<file path="config.mk">
export PLATFORM = sky130hd
export DESIGN_NAME = vectored_irq_unit
export DESIGN_NICKNAME = d
export VERILOG_FILES = /design/src/vectored_irq_pkg.sv /design/src/vectored_irq_unit.sv
export SDC_FILE = /design/constraint.sdc
export NUM_CORES = 1
export LEC_CHECK = 0
export ABC_AREA = 1
export BUFFER_PORTS_ARGS = -buffer_cell sky130_fd_sc_hd__clkbuf_2
export CELL_PAD_IN_SITES_DETAIL_PLACEMENT = 1
export CELL_PAD_IN_SITES_GLOBAL_PLACEMENT = 1
export CORE_AREA = 2 2 207 209
export CTS_CLUSTER_SIZE = 25
export DETAILED_ROUTE_END_ITERATION = 7
export DIE_AREA = 0 0 209 211
export PLACE_DENSITY = 0.58
export SYNTH_ARGS = -nofsm -noshare
export SYNTH_HDL_FRONTEND = slang
export SYNTH_SLANG_ARGS = --single-unit
</file>
<file path="constraint.sdc">
create_clock -name clk_in -period 30.6 [get_ports clk_in]
set_clock_uncertainty 0.15 [all_clocks]
set_input_delay 1.53 -clock clk_in [delete_from_list [all_inputs] [get_ports clk_in]]
set_output_delay 1.53 -clock clk_in [all_outputs]
set_load 0.01 [all_outputs]
</file>
<file path="src/vectored_irq_pkg.sv">
// Constants shared by the vectored interrupt controller
package vectored_irq_pkg;
    localparam int NUM_INT_SRC = 8;
    localparam int NUM_EXT_SRC = 4;
    localparam int NUM_SRC = NUM_INT_SRC + NUM_EXT_SRC;
    localparam int PRIO_W = 3;
    localparam int VEC_W = 32;
    localparam logic [PRIO_W-1:0] PRIO_LOWEST = 3'h0;
    localparam logic [VEC_W-1:0] VEC_RESET = 32'h00000000;
    localparam logic INT_MODE_LEVEL = 1'h0;
    localparam logic INT_MODE_EDGE = 1'h1;
    localparam logic [1:0] EXT_MODE_LOW_LEVEL = 2'h0;
    localparam logic [1:0] EXT_MODE_NEG_EDGE = 2'h1;
    localparam logic [1:0] EXT_MODE_HIGH_LEVEL = 2'h2;
    localparam logic [1:0] EXT_MODE_POS_EDGE = 2'h3;
endpackage : vectored_irq_pkg

</file>
<file path="src/vectored_irq_unit.sv">
// Vectored, prioritised, maskable interrupt controller
// Contract
// - Eight programmable priority levels resolve simultaneous normal-request sources.
// - Every source has its own mask bit blocking only that source.
// - Two request outputs drive the core: fast and normal.
// - Only the external fast-request pin drives the fast request output.
// - Peripheral sources and external lines 0 to 3 drive the normal request.
// - Each internal source is level sensitive or edge triggered by setting.
// - Each external line: positive edge, negative edge, high or low level.
`timescale 1ns/1ns
`default_nettype none
module vectored_irq_unit
    import vectored_irq_pkg::*;
#(
    parameter int N_INT = NUM_INT_SRC
)
(
    input wire logic clk_in,
    input wire logic rstn_in,
    input wire logic ce_in,
    input wire logic [N_INT-1:0] periph_src_in,
    input wire logic [NUM_EXT_SRC-1:0] ext_request_line_in,
    input wire logic ext_fast_request_in,
    input wire logic fast_enable_in,
    input wire logic [N_INT-1:0] int_edge_mode_in,
    input wire logic [2*NUM_EXT_SRC-1:0] ext_mode_in,
    input wire logic [N_INT+NUM_EXT_SRC-1:0] src_enable_in,
    input wire logic [PRIO_W*(N_INT+NUM_EXT_SRC)-1:0] src_prio_in,
    input wire logic [VEC_W*(N_INT+NUM_EXT_SRC)-1:0] src_vector_in,
    input wire logic [N_INT+NUM_EXT_SRC-1:0] edge_clear_in,
    output logic core_fast_request_out,
    output logic core_normal_request_out,
    output logic [VEC_W-1:0] handler_vector_out,
    output logic [PRIO_W-1:0] active_prio_out,
    output logic [N_INT+NUM_EXT_SRC-1:0] pending_out
);
    localparam int NS = N_INT + NUM_EXT_SRC;

    logic [NS-1:0] raw_r;
    logic [NS-1:0] raw_nxt;
    logic [NS-1:0] prev_r;
    logic [NS-1:0] prev_nxt;
    logic [NS-1:0] latch_r;
    logic [NS-1:0] latch_nxt;
    logic [NS-1:0] is_edge;
    logic [NS-1:0] hit;
    logic [NS-1:0] pend;
    logic fast_r;
    logic fast_nxt;
    logic irq_r;
    logic irq_nxt;
    logic [VEC_W-1:0] vec_r;
    logic [VEC_W-1:0] vec_nxt;
    logic [PRIO_W-1:0] prio_r;
    logic [PRIO_W-1:0] prio_nxt;

    // Per-source mode decode; external polarity folded into the sampled level
    genvar g;
    generate
        for (g = 0; g < NS; g++)
        begin : g_src
            if (g < N_INT)
            begin : g_int
                assign raw_nxt[g] = periph_src_in[g];
                assign is_edge[g] = int_edge_mode_in[g] == INT_MODE_EDGE;
            end
            else
            begin : g_ext
                localparam int E = g - N_INT;
                logic [1:0] md;
                assign md = ext_mode_in[2*E +: 2];
                // Low level and negative edge invert the pin
                assign raw_nxt[g] = ext_request_line_in[E] ^
                    (md == EXT_MODE_LOW_LEVEL || md == EXT_MODE_NEG_EDGE);
                assign is_edge[g] = md == EXT_MODE_POS_EDGE || md == EXT_MODE_NEG_EDGE;
            end
            assign hit[g] = raw_r[g] & ~prev_r[g];
            // Set wins over clear so a coincident edge is not lost
            assign latch_nxt[g] = (is_edge[g] & hit[g]) | (latch_r[g] & ~edge_clear_in[g]);
            assign pend[g] = (is_edge[g] ? latch_r[g] : raw_r[g]) & src_enable_in[g];
        end
    endgenerate

    assign prev_nxt = raw_r;

    always_comb
    begin
        irq_nxt = 1'b0;
        vec_nxt = vec_r;
        prio_nxt = PRIO_LOWEST;
        // Lower index wins a tie, so ascending scan with strict compare
        for (int i = 0; i < NS; i++)
        begin
            if (pend[i] && (!irq_nxt || src_prio_in[PRIO_W*i +: PRIO_W] > prio_nxt))
            begin
                irq_nxt = 1'b1;
                prio_nxt = src_prio_in[PRIO_W*i +: PRIO_W];
                vec_nxt = src_vector_in[VEC_W*i +: VEC_W];
            end
        end
        fast_nxt = ext_fast_request_in & fast_enable_in;
    end

    always_ff @(posedge clk_in)
    begin
        if (!rstn_in)
        begin
            raw_r <= '0;
            prev_r <= '0;
            latch_r <= '0;
            fast_r <= 1'b0;
            irq_r <= 1'b0;
            vec_r <= VEC_RESET;
            prio_r <= PRIO_LOWEST;
        end
        else if (ce_in)
        begin
            raw_r <= raw_nxt;
            prev_r <= prev_nxt;
            latch_r <= latch_nxt;
            fast_r <= fast_nxt;
            irq_r <= irq_nxt;
            vec_r <= vec_nxt;
            prio_r <= prio_nxt;
        end
    end

    assign core_fast_request_out = fast_r;
    assign core_normal_request_out = irq_r;
    assign handler_vector_out = vec_r;
    assign active_prio_out = prio_r;
    assign pending_out = latch_r;
endmodule : vectored_irq_unit
`default_nettype wire

</file>
==> out/results.ini <==
[critical_path]
start_kind = primary input
critical_path.max_fanout = 69
critPathCaptureType = flop
required_ps = 30660
worst_r2r_path_depth = 107
regToRegStartpoint = prev_nxt[0]
critical-path-top-cell-by-count = nand2_1
end_of_the_worst_register_to_register_path = active_prio_out[1]
reg2reg_slack_ps = 10380
cp_slowest_cell = inv_1
critical_path_class = in2reg
cp.arrival_ps = 21240
critical_path.max_stage_delay_ps = 980

[synthesis]
mappedNetlistNets = 1890
synth-seq-cells = 73
ys.warnings.count = 0
synth_top_flop_cell = dfxtp_1
synth.area.top_cells = dfxtp_1 (17%), nand2_1 (14%), nand3_1 (13%)
yosysTopAreaCellShare_pct = 17.3
post_synth_instance_area_sq_mm = 0.00845
library_cells_used_by_synthesis = 36
synth_enable_flop_cells = 0
synth.avg_cell_area_sq_um = 6.10
postSynth.asyncResetShare_pct = 0
ys_seq_area_share_pct = 17.3
cell_taking_the_most_area_after_synthesis = dfxtp_1
post_synth_inst_count = 1385

[timing]
timing_hold_violations_final = 0
period_needed_ps = 21180
timing.final.max_slew_violations = 0
achievable_frequency_ghz = 0.0472
post-route-period-util_pct = 69.2
grt_setup_unrepaired = no
setup_tns_ps = 0
finalSetupViolCount = 0
worst_pin_slew_ps = 1000
max_slew_margin_pct = 33.2

[die]
dieHeight_um = 211
core_area_sq_mm = 0.0418
rows = 75
fp.dieArea_sq_mm = 0.0441
io-pin-count = 526
initial_utilization_pct = 20.2
die_width_um = 209

[clock_network]
clock-sinks = 73
ctsHoldBuffers = 0
htreeDepth = 3
insertion_delay_to_the_later_sink_of_the_worst_skew_pair_ps = 350
clock-root-buffer = clkbuf_16
cts_post_setup_buffers_inserted = 0
tritoncts.num_buffers = 9
tritoncts = done
clkTransAtPathRegs_ps = 60
gates_resized_cts_repair = 0
clockBufferDepth = 2

[cells_and_area]
area_delta_synth_final_pct = 38.3
final_core_utilization_pct = 28.0
layout.area.seq_sq_mm = 0.00146
fillers = 5505
area_of_the_multi_input_gates_sq_mm = 0.00609
layout-drive-gt1-share_pct = 40.1
finish.instance_area_sq_mm = 0.0117
num-nets-final = 2336

[hold_path]
worst_hold_path.num_cells = 2
hold-path-endpoint = active_prio_out[2]
worst_hold_path_type = reg2reg
min-delay-start = active_prio_out[2]

[flow_run]
max-cap-violations = 0

[place]
detailedPlacementHpwl_um = 38700
routabilityCongestion = 0.851
io_buffers = 525
placement.cell_area_sq_mm = 0.0114

[global_routing]
grt_overflow = 0
antenna_found_initial = 10
grt_pass1_wl_um = 67700
first_global_vias = 11800
grt_max_degree = 70
all_layer_global_routing_usage_pct = 20.1

[routing]
number_of_drc_violations_after_detailed_routing_iteration_0 = 514
wl_um = 45500
post_drt_wl_per_cell_um = 19.1
via_count = 11200
post_drt_via_cell_ratio = 4.70
drt_first_pass_iters = 5
antenna_left = 0
detail_route.drc_violations = 0

[run_status]
run_status = completed

[pwr]
power.static_leakage_uw = 0.00618
power-per-cell-area_mw_per_mm2 = 41.1
ir_worst_vdd_mv = 0.0225

## stage by stage
stage / total power, uW / setup WS [ps] / hold slack, ps / cells
finish: 480 / 9420 / 315 / 2381
global route: 522 / 7020 / 330 / 2377
CTS: 491 / 9280 / 317 / 2374
detailed placement: 388 / 8960 / 307 / 2359
global placement: 383 / 9900 / 300 / 2359
floorplan: 286 / 16620 / 292 / 1385
## area by class of cell
cell class | count | area share, %
diodes | 7 | 0.150
clock buffers | 9 | 1.93
clock inverters | 6 | 0.310
inverters | 130 | 4.21
multi-input cells | 1083 | 52.1
flip-flops and latches | 73 | 12.5
well taps | 539 | 5.77
repair buffers | 534 | 23.0
## routing by layer
metal | track usage [%] | up-vias | share of wire (%)
met3 | 4.85 | 54 | 6.0
met1 | 23.6 | 5197 | 42
met2 | 36.6 | 355 | 50
met4 | 5.22 | 6 | 2.0
li1 | - | 5570 | -
met5 | 0 | - | 0.090
## state kept, by name, indices dropped and copies added, names as in the netlist
| register | flops |
|---|---|
| active_prio_out | 3 |
| core_fast_request_out | 1 |
| core_normal_request_out | 1 |
| handler_vector_out | 32 |
| pending_out | 12 |
| prev_nxt | 12 |
| prev_r | 12 |
## synth_stat cells (5+ instances only)
master      n
nand2_1   321
nand3_1   212
inv_1     122
o21ai_0   104
o211ai_1   94
nand3_2    76
clkbuf_1   73
dfxtp_1    73
nor2_1     68
or2_2      35
a21oi_1    34
a21oi_2    30
ha_1       28
nand2_2    19
buf_2      13
nor3_1     12
o21ai_1    10
a21boi_0    8
buf_1       7
buf_6       6
inv_2       6
nand2_4     5
## critical path, delay by kind of cell
family | cells | cell delay, ps
AOI/OAI and AO/OA | 19 | 2900
adders and majority gates | 10 | 3100
buffers and inverters | 22 | 6110
and+or+nand+nor | 58 | 7440
## placed cells by master (no fill, tap or decap), types with 3 or more instances in the layout
cell / n
inv_2: 6
buf_4: 9
o211ai_1: 94
nand3_2: 76
o21ai_0: 104
dfxtp_1: 73
or2_2: 35
a21boi_0: 8
nand2_2: 22
nor2_4: 4
nor3_1: 12
a21oi_2: 30
nor2_1: 66
o21ai_2: 3
clkbuf_2: 525
ha_1: 28
xnor2_1: 4
clkbuf_16: 9
o21a_1: 4
a21oi_1: 34
nand2_4: 5
diode_2: 7
clkinv_2: 4
inv_1: 122
o21ai_1: 9
nand2_1: 318
nor3b_1: 4
nand3_1: 212
## worst max-delay path by stage
stage | to | depth (start not counted) | from | slack, ps
global placement | active_prio_out[0] | 109 | int_edge_mode_in[0] | 9900
floorplan | handler_vector_out[12] | 110 | int_edge_mode_in[0] | 16620
CTS | active_prio_out[2] | 109 | int_edge_mode_in[0] | 9280
finish | active_prio_out[1] | 109 | int_edge_mode_in[0] | 9420
detailed placement | active_prio_out[2] | 109 | int_edge_mode_in[0] | 8960
global route | active_prio_out[2] | 108 | int_edge_mode_in[0] | 7020
## logic make-up (layout without fill, tap and decap cells)
family / count (synthesis) / after routing / synth area share [%]
mux: 1 / 1 / 0.118
other cells: 0 / 7 / 0
flops: 73 / 73 / 17.3
xor+xnor: 4 / 4 / 0.414
compound gates: 287 / 287 / 21.6
buf+inv: 229 / 679 / 11.0
simple gates: 763 / 763 / 45.5
fa+ha+maj: 28 / 28 / 4.14
## power breakdown
part | total (uW) | internal, uW | leakage (uW) | switching, uW
Clock | 99.2 | 54.0 | 0.000131 | 45.2
Combinational | 270 | 103 | 0.00545 | 166
Sequential | 111 | 105 | 0.000602 | 6.39
Power figures use the tool's default switching activity.
